--- config.mk ---
export PLATFORM = sky130hd
export DESIGN_NAME = agcr_global_config
export DESIGN_NICKNAME = d
export VERILOG_FILES = /design/src/hw/agcr_global_config.v /design/src/hw/agcr_clock_divider.v
export VERILOG_INCLUDE_DIRS = /design/src /design/src/shared
export SDC_FILE = /design/constraint.sdc
export NUM_CORES = 1
export LEC_CHECK = 0
export BUFFER_PORTS_ARGS = -buffer_cell sky130_fd_sc_hd__buf_4
export CAP_MARGIN = 10
export CORE_UTILIZATION = 53
export CTS_CLUSTER_SIZE = 40
export DETAILED_ROUTE_END_ITERATION = 12
export HOLD_SLACK_MARGIN = 0.05
export PLACE_DENSITY = 0.79
export SETUP_SLACK_MARGIN = 0.05
export SYNTH_ARGS = -nofsm -noshare
export SYNTH_HDL_FRONTEND = slang
export SYNTH_SLANG_ARGS = --single-unit
--- constraint.sdc ---
create_clock -name clock -period 2.5 [get_ports clock]
set_input_delay 0.75 -clock clock [delete_from_list [all_inputs] [get_ports clock]]
set_output_delay 0.75 -clock clock [all_outputs]
set_load 0.02 [all_outputs]
--- src/shared/agcr_consts.vh ---
// constants for the converter global configuration register block
// ------------------------------------------------------------
// Functional notes
// offset trim enable turns on offset correction for all channels with no added delay, off by default.
// gain trim enable turns on gain correction and delays every data-ready pulse by 24 digital clock periods.
// the dither field selects max (11, default), medium (10), minimum (01) or off (00).
// the bias field selects twice (11), nominal (10, default), 0.66 times (01) or half (00) bias current.
// the prescaler field divides the master clock by 1 (00, default), 2, 4 or 8 to make the analog clock.
// the oversampling field picks ratios 32 to 4096, default 256, sampling at the analog clock rate.
// bits 12 to 8 read as zero and ignore writes.
// the low byte holds the reference tempco trim, passed straight to the reference, reset to 0x50.
// after reset the whole register reads 0x386050.
// ------------------------------------------------------------
`ifndef AGCR_CONSTS_VH
`define AGCR_CONSTS_VH

`define AGCR_CFG_INDEX      8'h0d
`define AGCR_CFG_ADDR       8'h34
`define AGCR_CFG_RESET      24'h386050
`define AGCR_CFG_WMASK      24'hffe0ff
`define AGCR_OFFEN_BIT      23
`define AGCR_GAINEN_BIT     22
`define AGCR_DITH_HI        21
`define AGCR_DITH_LO        20
`define AGCR_BIAS_HI        19
`define AGCR_BIAS_LO        18
`define AGCR_PRE_HI         17
`define AGCR_PRE_LO         16
`define AGCR_OSR_HI         15
`define AGCR_OSR_LO         13
`define AGCR_TRIM_HI        7
`define AGCR_TRIM_LO        0
`define AGCR_GAIN_DELAY     24
`define AGCR_RESP_OKAY      2'h0
`define AGCR_RESP_SLVERR    2'h2

`endif

--- src/hw/agcr_global_config.v ---
// converter global configuration register with axi4-lite access
`timescale 1ns/1ps
`include "agcr_consts.vh"
module agcr_global_config (
  input  wire        clock,
  input  wire        rst,
  input  wire [7:0]  s_axi_awaddr,
  input  wire        s_axi_awvalid,
  output wire        s_axi_awready,
  input  wire [31:0] s_axi_wdata,
  input  wire [3:0]  s_axi_wstrb,
  input  wire        s_axi_wvalid,
  output wire        s_axi_wready,
  output reg  [1:0]  s_axi_bresp,
  output reg         s_axi_bvalid,
  input  wire        s_axi_bready,
  input  wire [7:0]  s_axi_araddr,
  input  wire        s_axi_arvalid,
  output wire        s_axi_arready,
  output reg  [31:0] s_axi_rdata,
  output reg  [1:0]  s_axi_rresp,
  output reg         s_axi_rvalid,
  input  wire        s_axi_rready,
  output reg         offsetTrimEnable,
  output reg         gainTrimEnable,
  output reg  [1:0]  idleToneSpreadLevel,
  output reg  [1:0]  biasCurrentScale,
  output reg  [7:0]  referenceTempcoTrim,
  output reg         analogClockTick,
  output reg         dataReadyPulse
);
  reg  [23:0] cfg_q;
  reg  [23:0] cfg_d;
  reg  [7:0]  awAddr_q;
  reg         awHeld_q;
  reg  [31:0] wData_q;
  reg  [3:0]  wStrb_q;
  reg         wHeld_q;
  reg  [23:0] delayLine_q;
  wire        analogTick;
  wire        outputTick;
  wire        doWrite;
  wire        delayedReady;
  integer     i;

  // ------------------------------------------------------------
  // write channel: address and data caught in either order
  // ------------------------------------------------------------
  assign s_axi_awready = !awHeld_q && !s_axi_bvalid;
  assign s_axi_wready  = !wHeld_q && !s_axi_bvalid;
  assign doWrite       = awHeld_q && wHeld_q;

  always @(posedge clock) begin
    if (rst) begin
      awAddr_q     <= 8'h00;
      awHeld_q     <= 1'b0;
      wData_q      <= 32'h00000000;
      wStrb_q      <= 4'h0;
      wHeld_q      <= 1'b0;
      s_axi_bvalid <= 1'b0;
      s_axi_bresp  <= `AGCR_RESP_OKAY;
    end else begin
      if (s_axi_awvalid && s_axi_awready) begin
        awAddr_q <= s_axi_awaddr;
        awHeld_q <= 1'b1;
      end
      if (s_axi_wvalid && s_axi_wready) begin
        wData_q <= s_axi_wdata;
        wStrb_q <= s_axi_wstrb;
        wHeld_q <= 1'b1;
      end
      if (doWrite) begin
        awHeld_q     <= 1'b0;
        wHeld_q      <= 1'b0;
        s_axi_bvalid <= 1'b1;
        s_axi_bresp  <= ({2'b00, awAddr_q[7:2]} == `AGCR_CFG_INDEX) ? `AGCR_RESP_OKAY : `AGCR_RESP_SLVERR;
      end else if (s_axi_bvalid && s_axi_bready) begin
        s_axi_bvalid <= 1'b0;
      end
    end
  end

  // ------------------------------------------------------------
  // configuration register
  // ------------------------------------------------------------
  // byte lanes 0..2 hold the 24 bits; lane 3 has nothing behind it
  always @* begin
    cfg_d = cfg_q;
    if (doWrite && {2'b00, awAddr_q[7:2]} == `AGCR_CFG_INDEX) begin
      for (i = 0; i < 3; i = i + 1) begin
        if (wStrb_q[i]) begin
          cfg_d[i*8 +: 8] = wData_q[i*8 +: 8];
        end
      end
    end
    cfg_d = cfg_d & `AGCR_CFG_WMASK;
  end

  always @(posedge clock) begin
    if (rst) begin
      cfg_q <= `AGCR_CFG_RESET;
    end else begin
      cfg_q <= cfg_d;
    end
  end

  // ------------------------------------------------------------
  // read channel: one cycle to answer
  // ------------------------------------------------------------
  assign s_axi_arready = !s_axi_rvalid;

  always @(posedge clock) begin
    if (rst) begin
      s_axi_rvalid <= 1'b0;
      s_axi_rdata  <= 32'h00000000;
      s_axi_rresp  <= `AGCR_RESP_OKAY;
    end else if (s_axi_arvalid && s_axi_arready) begin
      s_axi_rvalid <= 1'b1;
      if ({2'b00, s_axi_araddr[7:2]} == `AGCR_CFG_INDEX) begin
        s_axi_rdata <= {8'h00, cfg_q};
        s_axi_rresp <= `AGCR_RESP_OKAY;
      end else begin
        s_axi_rdata <= 32'h00000000;
        s_axi_rresp <= `AGCR_RESP_SLVERR;
      end
    end else if (s_axi_rvalid && s_axi_rready) begin
      s_axi_rvalid <= 1'b0;
    end
  end

  // ------------------------------------------------------------
  // clock derivation and data-ready timing
  // ------------------------------------------------------------
  agcr_clock_divider u_div (
    .clock       (clock),
    .rst         (rst),
    .prescaleSel (cfg_q[`AGCR_PRE_HI:`AGCR_PRE_LO]),
    .osrSel      (cfg_q[`AGCR_OSR_HI:`AGCR_OSR_LO]),
    .analogTick  (analogTick),
    .outputTick  (outputTick)
  );

  // the system clock stands for the digital master clock, so the delay is 24 cycles
  always @(posedge clock) begin
    if (rst) begin
      delayLine_q <= 24'h000000;
    end else begin
      delayLine_q <= {delayLine_q[22:0], outputTick};
    end
  end
  assign delayedReady = delayLine_q[`AGCR_GAIN_DELAY-1];

  // ------------------------------------------------------------
  // field outputs
  // ------------------------------------------------------------
  always @(posedge clock) begin
    if (rst) begin
      offsetTrimEnable    <= 1'b0;
      gainTrimEnable      <= 1'b0;
      idleToneSpreadLevel <= 2'h3;
      biasCurrentScale    <= 2'h2;
      referenceTempcoTrim <= 8'h50;
      analogClockTick     <= 1'b0;
      dataReadyPulse      <= 1'b0;
    end else begin
      offsetTrimEnable    <= cfg_q[`AGCR_OFFEN_BIT];
      gainTrimEnable      <= cfg_q[`AGCR_GAINEN_BIT];
      idleToneSpreadLevel <= cfg_q[`AGCR_DITH_HI:`AGCR_DITH_LO];
      biasCurrentScale    <= cfg_q[`AGCR_BIAS_HI:`AGCR_BIAS_LO];
      referenceTempcoTrim <= cfg_q[`AGCR_TRIM_HI:`AGCR_TRIM_LO];
      analogClockTick     <= analogTick;
      // offset trim adds no delay; only gain trim selects the delayed pulse
      dataReadyPulse      <= cfg_q[`AGCR_GAINEN_BIT] ? delayedReady : outputTick;
    end
  end
endmodule

--- src/hw/agcr_clock_divider.v ---
// analog clock enable and output-rate enable divider
`timescale 1ns/1ps
module agcr_clock_divider (
  input  wire        clock,
  input  wire        rst,
  input  wire [1:0]  prescaleSel,
  input  wire [2:0]  osrSel,
  output reg         analogTick,
  output reg         outputTick
);
  reg  [2:0]  preCnt_q;
  reg  [11:0] osrCnt_q;
  wire [2:0]  preLast;
  wire [11:0] osrLast;

  // ------------------------------------------------------------
  // dividers
  // ------------------------------------------------------------
  assign preLast = (3'h1 << prescaleSel) - 3'h1;
  assign osrLast = (12'h020 << osrSel) - 12'h001;

  // a setting change restarts no count; the new limit applies at once, and a count already past it wraps on its next step
  always @(posedge clock) begin
    if (rst) begin
      preCnt_q   <= 3'h0;
      osrCnt_q   <= 12'h000;
      analogTick <= 1'b0;
      outputTick <= 1'b0;
    end else begin
      analogTick <= 1'b0;
      outputTick <= 1'b0;
      if (preCnt_q >= preLast) begin
        preCnt_q   <= 3'h0;
        analogTick <= 1'b1;
        if (osrCnt_q >= osrLast) begin
          osrCnt_q   <= 12'h000;
          outputTick <= 1'b1;
        end else begin
          osrCnt_q <= osrCnt_q + 12'h001;
        end
      end else begin
        preCnt_q <= preCnt_q + 3'h1;
      end
    end
  end
endmodule

## After elaboration in Yosys (flattened, before gate mapping)

Index checks and enable logic that the tools add are counted.
W data, S select, Z words.

| storage, ports and cells | value |
|---|---|
| bits in registers | 156 |
| input bits | 59 |
| output and inout port bits | 57 |
| logic and storage cells | 69 |

| operators by class | value |
|---|---|
| add/sub/neg operators | 4 |
| $lt $le $gt $ge | 2 |
| equality and inequality tests | 2 |
| shift-type cells | 2 |
| multiplexer cells | 11 |
| bitwise operators | 1 |
| reductions and logical operators | 21 |

Operators by type and width:

| operator | number |
|---|---|
| $mux W24 | 1 |
| $add A12 B1 Y12 const B | 1 |
| $eq A6 B4 Y1 const B | 2 |
| $ge A12 B12 Y1 | 1 |
| $mux W12 | 1 |
| $shl A6 B3 Y12 const A | 1 |
| $sub A12 B1 Y12 const B | 1 |
| $logic_and A1 B1 Y1 | 9 |
| $mux W1 | 7 |
| $reduce_and A2 Y1 | 3 |
| $reduce_or A2 Y1 | 3 |
| $logic_not A1 Y1 | 4 |
| $mux W2 | 2 |
| $reduce_bool A2 Y1 | 2 |
| $add A3 B1 Y3 const B | 1 |
| $ge A3 B3 Y1 | 1 |
| $shl A1 B2 Y3 const A | 1 |
| $sub A3 B1 Y3 const B | 1 |
| $not A1 Y1 | 1 |

## Longest topological paths before layout

Gate-level depths: netlist (run 1).

| logic depth | value |
|---|---|
| depth after elaboration | 5 |
| gate-level depth with buffers | 9 |
| depth with buffers taken out | 7 |

## Hierarchy

A second synthesis (run 1) with hierarchy kept.

| second synthesis, totals | value |
|---|---|
| cells, all modules | 533 |
| area total of the unflattened synthesis | 5122.4 um2 |

By module, submodules not included:

| module | instances | cells each | area each (um2) | sequential area each (um2) |
|---|---|---|---|---|
| agcr_global_config | 1 | 389 | 3925.0 | 2242.2 |
| agcr_clock_divider | 1 | 144 | 1197.4 | 340.3 |

## Worst setup path after synthesis (run 1)

No wires, ideal clock.

| path | value |
|---|---|
| kind | reg-to-reg |
| from | reg cfg_q[15] |
| to | reg u_div.osrCnt_q[10] |
| setup time | 0.074 ns |
| arrival time | 1.923 ns |
| required time | 2.426 ns |
| path slack | 0.503 ns |
| cell stages (with the launch flop) | 9 |
| buffers on the path | 1 |
| period minus slack after synthesis | 1.997 ns |
| path through | dfxtp_1 clkbuf_1 nor2_1 ha_1 a21oi_1 o221ai_1 a21oi_2 or4b_1 a31oi_1 |

| on the way | value |
|---|---|
| longest elaborated chain between the ends | 4 |

RTL lines:

| what | line | source |
|---|---|---|
| start: declaration | agcr_global_config.v:32 | `reg [23:0] cfg_q;` |
| start signal: assignment | agcr_global_config.v:101 | `` cfg_q <= `AGCR_CFG_RESET; `` |
| start signal: assignment | agcr_global_config.v:103 | `cfg_q <= cfg_d;` |
| $shl A6 B3 Y12 | agcr_clock_divider.v:20 | `assign osrLast = (12'h020 << osrSel) - 12'h001;` |
| $sub A12 B1 Y12 | agcr_clock_divider.v:20 |  |
| $ge A12 B12 Y1 | agcr_clock_divider.v:35 | `if (osrCnt_q >= osrLast) begin` |
| $mux W12 | agcr_clock_divider.v:35 |  |
| end signal: assignment | agcr_clock_divider.v:39 | `osrCnt_q <= osrCnt_q + 12'h001;` |
| end: declaration | agcr_clock_divider.v:12 | `reg [11:0] osrCnt_q;` |

No other way between the ends.
A chain may end at the register's enable or synchronous reset.

## Worst setup path in the final report (run 1)

| path | value |
|---|---|
| from | reg cfg_q[15] |
| to | reg u_div.osrCnt_q[8] |

Same word-level chain as after synthesis.

==> summary.md, run 1 <==
| Metric | Value |
|---|---|
| # diodes | 0 |
| Iter 0 DRT Violations | 239 |
| Starting density of the core | between 50% and 60% |
| Hold Violations, Final | 0 |
| Critical-path maximum fanout | 21 |
| Post-route DRC violation count | 0 |
| Critical Path AT | 2.53 ns |
| Vias | 3,877 |
| Detail Placement HPWL | 6710 um |
| Post_cts resized | 0 |
| Slowest-stage cell, CP | dfxtp_1 |
| Routability cong. | 0.883 |
| Synthesized flop and latch total | between 100 and 150 |
| Critical Path Sink Type | register |
| DRT antenna net count | 0 |
| Period utilisation layout | approximately 84% |
| Clock sinks | 129 |
| CP most frequent cell | a21oi_1 |
| Largest net degree at the start of global routing | 59 |
| Syn Std Cell Area | around 4800 sq um |
| Num ports | between 100 and 150 |
| Startpoint Class | register |
| Crit-path cells | nand3_1, ha_1, a21oi_1, o21ai_0, a21oi_2, buf_4, nand4_1, a21oi_1 |
| YS warnings | 0 |
| Count of unique library cells instantiated by Yosys | 39 |
| WHS | between 0.4 and 0.5 ns |
| Share of synthesized registers carrying an async set or reset | 0% |
| Initial antenna violation count | 0 |
| Int Pwr | 3640 uW |
| Area occupied by registers | between 2000 and 3000 sq um |
| PortBufs | a little over 80 |
| Sequential area share after synthesis | between 50% and 60% |
| Layout cell share with drive strength beyond 1 | 21.4% |
| Post-CTS Setup Bufs | 0 |
| Power Dens Cells | 791 nW/um^2 |
| Clk Latency, worst-skew pair | about 0.51 ns |
| Vias per cell | 5.32 |
| Dpl cells | approximately 700 |
| GRT overflow | 0 |
| CTS tree | done |
| WL final | a little over 10,000 um |
| Final worst slack | 0.402 ns |
| Place WS | 0.428 ns |
| Vias in the first global route | around 3,700 |
| Design Power | around 4800 uW |
| Synthesized instance count | between 500 and 600 |
| Leakage | around 0.0025 uW |
| Synth-to-layout area growth | 25.5% |
| Die Y | 97.0 um |
| Site row count | 34 |
| Avg Synthesized Cell Area | ~9 sq um |
| Core box area | between 8000 and 9000 sq um |
| First-pass detailed-route iteration total | 5 |
| Combinational share of power | about 5.4% |
| Fin crit period | around 2.1 ns |
| Area taken by multi-input logic gates | approximately 2000 sq um |
| Filler cell count | 655 |
| Sw Share | 23.5% |
| DR WL/cell | approximately 14 um |
| Setup TNS | 0 ns |
| First-pass GRT wire length | 17,200 um |
| Total CTS buffers | 17 |
| Area of the die | about 9400 sq um |
| CP required | 2.93 ns |
| Worst-Margin Slew | between 0.5 and 0.6 ns |
| RSZ-0062 raised after global routing | false |
| Max-Cap Viols | 0 |
| Final setup fails | 0 |
| CTS Buffer Depth | 2 |
| Final Max Slew Viols | 0 |
| Post-CTS Hold Buffers | 0 |
| Outcome | complete, no violations |
| Seq pwr share | 44.8% |
| Hold Path Class | primary input to register |
| Main flop type after synthesis | dfxtp_1 |
| Root Driver | clkbuf_8 |
| Reg2Reg Depth | 8 |
| Clock share of power | 49.8% |
| Switching power | 1120 uW |
| Largest stage delay, worst path | approximately 0.5 ns |
| Relative slew slack | ~63% |
| Register clock-pin slew on the reported worst setup and hold paths | around 0.060 ns |
| Final Skew | between 0.005 and 0.006 ns |
| Global-route usage over all layers | 22.7% |
| Hold depth | 2 |
| Finished Layout Cells | between 700 and 800 |
| Worst vdd ir | 468 uV |
| H-tree depth | 4 |
| Max frequency | 0.477 GHz |
| Final #Nets | between 600 and 700 |
| Number of synthesized flops with an enable pin | 0 |
| CP Class | register to register |
| Chip width | 97.0 um |
-- flip-flops by register name, summed over array words and instances, names as in the netlist, 2 cells and up --
register             flops
wData_q                 19
u_div.preCnt_q           3
awAddr_q                 6
cfg_q                   19
u_div.osrCnt_q          12
s_axi_rdata             19
idleToneSpreadLevel      2
referenceTempcoTrim      8
biasCurrentScale         2
wStrb_q                  3
delayLine_q             24
-- path summary, 6_finish.rpt --
path	to	start	slack, ns
min	s_axi_rvalid$_SDFFE_PP0P_	s_axi_rready	0.43
min reg2reg	delayLine_q[6]$_SDFF_PP0_	delayLine_q[5]$_SDFF_PP0_	0.44
max	u_div.osrCnt_q[8]$_SDFFE_PP0P_	cfg_q[15]$_SDFFE_PP0P_	0.40
max reg2reg	u_div.osrCnt_q[8]$_SDFFE_PP0P_	cfg_q[15]$_SDFFE_PP0P_	0.40
-- per-layer routing --
metal	up-vias	share of wire [%]	GRT usage (%)
met1	1833	45	28.4
met4	0	0.96	9.64
met3	10	5.0	5.35
met5	-	0	0
met2	128	49	37.4
li1	1906	-	-
-- final cells by class --
| type | instances | share of cell area [%] |
|---|---|---|
| clock buffers | 18 | 6.95 |
| clock inverters | 14 | 2.58 |
| inverters | 8 | 0.500 |
| multi-input cells | 361 | 33.2 |
| flip-flops and latches | 129 | 43.0 |
| well taps | 108 | 2.25 |
| repair buffers | 91 | 11.6 |
-- critical path, delay by kind of cell, from the launching register on --
kind                       cells  cell delay (ns)
and+or+nand+nor                2             0.27
DFF                            1             0.51
adders and majority gates      1             0.32
AOI/OAI and AO/OA              4             0.66
buffers and inverters          1             0.25
-- cells in the final DEF, fill, tap and decap left out, types with 8 or more instances in the layout --
master | Yosys | layout
dfxtp_1 | 129 | 129
nand2_1 | 101 | 101
buf_4 | 17 | 90
a21oi_1 | 48 | 48
nor2_1 | 38 | 38
nor2b_1 | 34 | 34
a22oi_1 | 20 | 20
nand3_1 | 16 | 16
clkbuf_16 | 0 | 16
conb_1 | 1 | 15
ha_1 | 12 | 12
a31oi_1 | 9 | 9
inv_1 | 8 | 8
nand3b_1 | 8 | 8
-- synthesized netlist by cell type, types with 3 or more instances --
cell type	instances	area share, %
nand4b_1	4	0.73
buf_2	3	0.31
nand2b_1	3	0.39
or2_2	6	0.78
dfxtp_1	129	54
clkbuf_1	26	2.0
buf_4	17	2.7
nand3b_1	8	1.3
nand4_1	3	0.39
and2_1	5	0.65
a21oi_1	48	5.0
inv_1	8	0.63
mux2i_1	7	1.5
nor2b_1	34	4.4
and3_1	4	0.52
o21ai_0	3	0.31
nand3_1	16	1.7
nor2_1	38	3.0
nor3_1	6	0.63
nand2_1	101	7.9
ha_1	12	3.1
a22oi_1	20	3.1
a31oi_1	9	1.2
-- metrics by stage --
| step | area (sq um) | util (%) |
|---|---|---|
| floorplan | 4840 | - |
| global placement | 5440 | 62.3 |
| detailed placement | 5440 | 62.3 |
| CTS | 6010 | 68.9 |
| global route | 6010 | 68.9 |
| finish | 6010 | 68.9 |
-- kinds of logic after synthesis --
logic type	share of synthesized area [%]
AOI/OAI and AO/OA	11.0
xor gates and xnor gates	0.183
adders and majority gates	3.14
buffers and inverters	5.65
DFF	53.9
muxes	1.46
other	0.0783
and+or+nand+nor	24.5
-- power groups by stage --
| stage | registers, uW | logic (uW) | clock network, uW |
|---|---|---|---|
| floorplan | 2170 | 164 | 0 |
| detailed placement | 2180 | 254 | 0 |
| CTS | 2130 | 255 | 2380 |
| global placement | 2170 | 246 | 0 |
| finish | 2130 | 255 | 2370 |
| global route | 2140 | 281 | 2500 |
(Power assumes the default switching activity.)
==> run 2, diff against run 1 <==
CORE_UTILIZATION = 48   (was 53)
PLACE_DENSITY = 0.76   (was 0.79)
clock period = 1.84 ns   (was 2.5 ns; I/O delays follow)
==> summary.md, run 2 (synthesis gave the netlist of run 1 again) <==
| Metric | Value |
|---|---|
| Filler cell count | slightly below 800 |
| Max reg flops | 24 |
| CTS tree | done |
| CP Class | register to register |
| Clock sinks | around 130 |
| Global-route usage over all layers | 21.8% |
| Root Driver | clkbuf_8 |
| Routability cong. | between 0.8 and 0.9 |
| Critical Path Sink Type | register |
| DRT antenna net count | 0 |
| Core box area | 9730 sq um |
| Final Util | between 60 and 70% |
| Vias | approximately 3,900 |
| Leakage | between 0.002 and 0.003 uW |
| Hold Path Class | primary input to register |
| # diodes | 0 |
| Vias per cell | 5.10 |
| DR WL/cell | ~14 um |
| First-pass GRT wire length | roughly 17,000 um |
| GRT overflow | 0 |
| Final setup fails | 1 |
| Met2 Track Usage GR | a little over a third |
| CP required | around 2.3 ns |
| Reg2Reg Depth | 7 |
| First-pass detailed-route iteration total | 5 |
| Area of the die | ~10,000 sq um |
| Final Skew | approximately 0.0084 ns |
| Final #Nets | approximately 700 |
| WL final | 10,800 um |
| Power Dens Cells | between 1000 and 1500 nW/um^2 |
| Layout cell share with drive strength beyond 1 | 26.8% |
| Starting density of the core | 49.2% |
| Outcome | complete, but fails checks |
| WHS | 0.212 ns |
| Iter 0 DRT Violations | between 150 and 200 |
| Die Y | 102 um |
| Max frequency | ~0.53 GHz |
| Site row count | 36 |
| Grt peak-use layer | met2 |
| Met1 usage | 25.9% |
| Fin crit period | ~1.9 ns |
| Largest net degree at the start of global routing | 44 |
| Startpoint Class | register |
| Dpl cells | 735 |
| PortBufs | 82 |
| Clk Latency, worst-skew pair | just over 0.5 ns |
| Failing checks | setup timing |
| Hold depth | 2 |
| GR Layer Usage met3 | between 6 and 7% |
| Post-route DRC violation count | 0 |
| Most frequent cells in the layout | dfxtp_1, buf_4, nand2_1, a21oi_1, nor2_1 |
| CTS Buffer Depth | 2 |
| Final Max Slew Viols | 0 |
| Worst vdd ir | roughly 560 uV |
| Num ports | between 100 and 150 |
| Finished Layout Cells | slightly below 800 |
| Vias in the first global route | 3,794 |
| Place WS | -0.118 ns |
| RSZ-0062 raised after global routing | true |
| Detail Placement HPWL | slightly below 7000 um |
| Most common cell after layout, fill and taps aside | dfxtp_1 |
| Initial antenna violation count | 0 |
| Hold Violations, Final | 0 |
| Final worst slack | -0.0509 ns |
| Register clock-pin slew on the reported worst setup and hold paths | 0.06 ns |
| Period utilisation layout | 103% |
| Critical Path AT | ~2.3 ns |
| Synth-to-layout area growth | 30.3% |
| H-tree depth | 4 |
| Post-CTS Hold Buffers | 0 |
| Total CTS buffers | 17 |
| Max-Cap Viols | 0 |
| Largest reg by FF count | delayLine_q |
| Chip width | 102 um |
| Critical-path maximum fanout | 6 |
-- run 2: cell types whose count changed in the layout (fill, tap and decap cells not counted), sizes merged --
cell / change
clkbuf: +2
inv: -3
clkinvlp: -4
buf: +16
bufinv: -1
clkinv: +6
-- run 2: layer usage --
metal / vias to the layer above / wire length [um]
met1: 1854 / 4570
met3: 26 / 510
met2: 106 / 5390
met5: - / 0
li1: 1940 / -
met4: 0 / 308
-- run 2: cell type report --
class	count	area, sq um	share of cell area, %
Inverter	8	30.0	0.481
Clock inverter	12	110	1.76
Timing Repair Buffer	107	823	13.2
Clock buffer	20	445	7.14
Multi-Input combinational cell	361	2070	33.1
Sequential cell	129	2600	41.6
Tap cell	133	166	2.67
-- run 2: metrics by stage --
step / cell area, sq um / total power [uW] / setup TNS (ns)
6_report: 6240 / 6320 / -0.0509
5_1_grt: 6240 / 6550 / -0.793
4_1_cts: 6210 / 6360 / 0
3_5_place_dp: 5580 / 3300 / -1.00
3_3_place_gp: 5580 / 3290 / -0.477
2_1_floorplan: 4890 / 3180 / 0
-- run 2: path summary, 6_finish.rpt --
path	start	to	slack, ns
hold reg to reg	delayLine_q[19]$_SDFF_PP0_	delayLine_q[20]$_SDFF_PP0_	0.43
hold / removal	s_axi_rready	s_axi_rvalid$_SDFFE_PP0P_	0.21
setup reg to reg	cfg_q[13]$_SDFFE_PP1P_	u_div.osrCnt_q[10]$_SDFFE_PP0P_	-0.05
setup / recovery	cfg_q[13]$_SDFFE_PP1P_	u_div.osrCnt_q[10]$_SDFFE_PP0P_	-0.05
-- run 2: report_power, final --
group	internal [uW]	total [uW]	switching, uW
clock	1860	3080	1210
combinational	146	349	203
sequential	2850	2890	40.6
total	4860	6320	1460
-- run 2: what timing repair did --
action | CTS | global route
pin swaps | 7 | 4
buffers inserted | 3 | 0
resized for setup | 17 | 9
endpoints found under the setup margin | 17 | 21
-- run 2: critical path: stages (launching register included) --
cell and delay, ns:
dfxtp_4 0.37, o21ai_2 0.14, ha_1 0.27, a21oi_1 0.21, o21ai_2 0.10, a21oi_2 0.15
or4b_1 0.45, a31oi_1 0.13
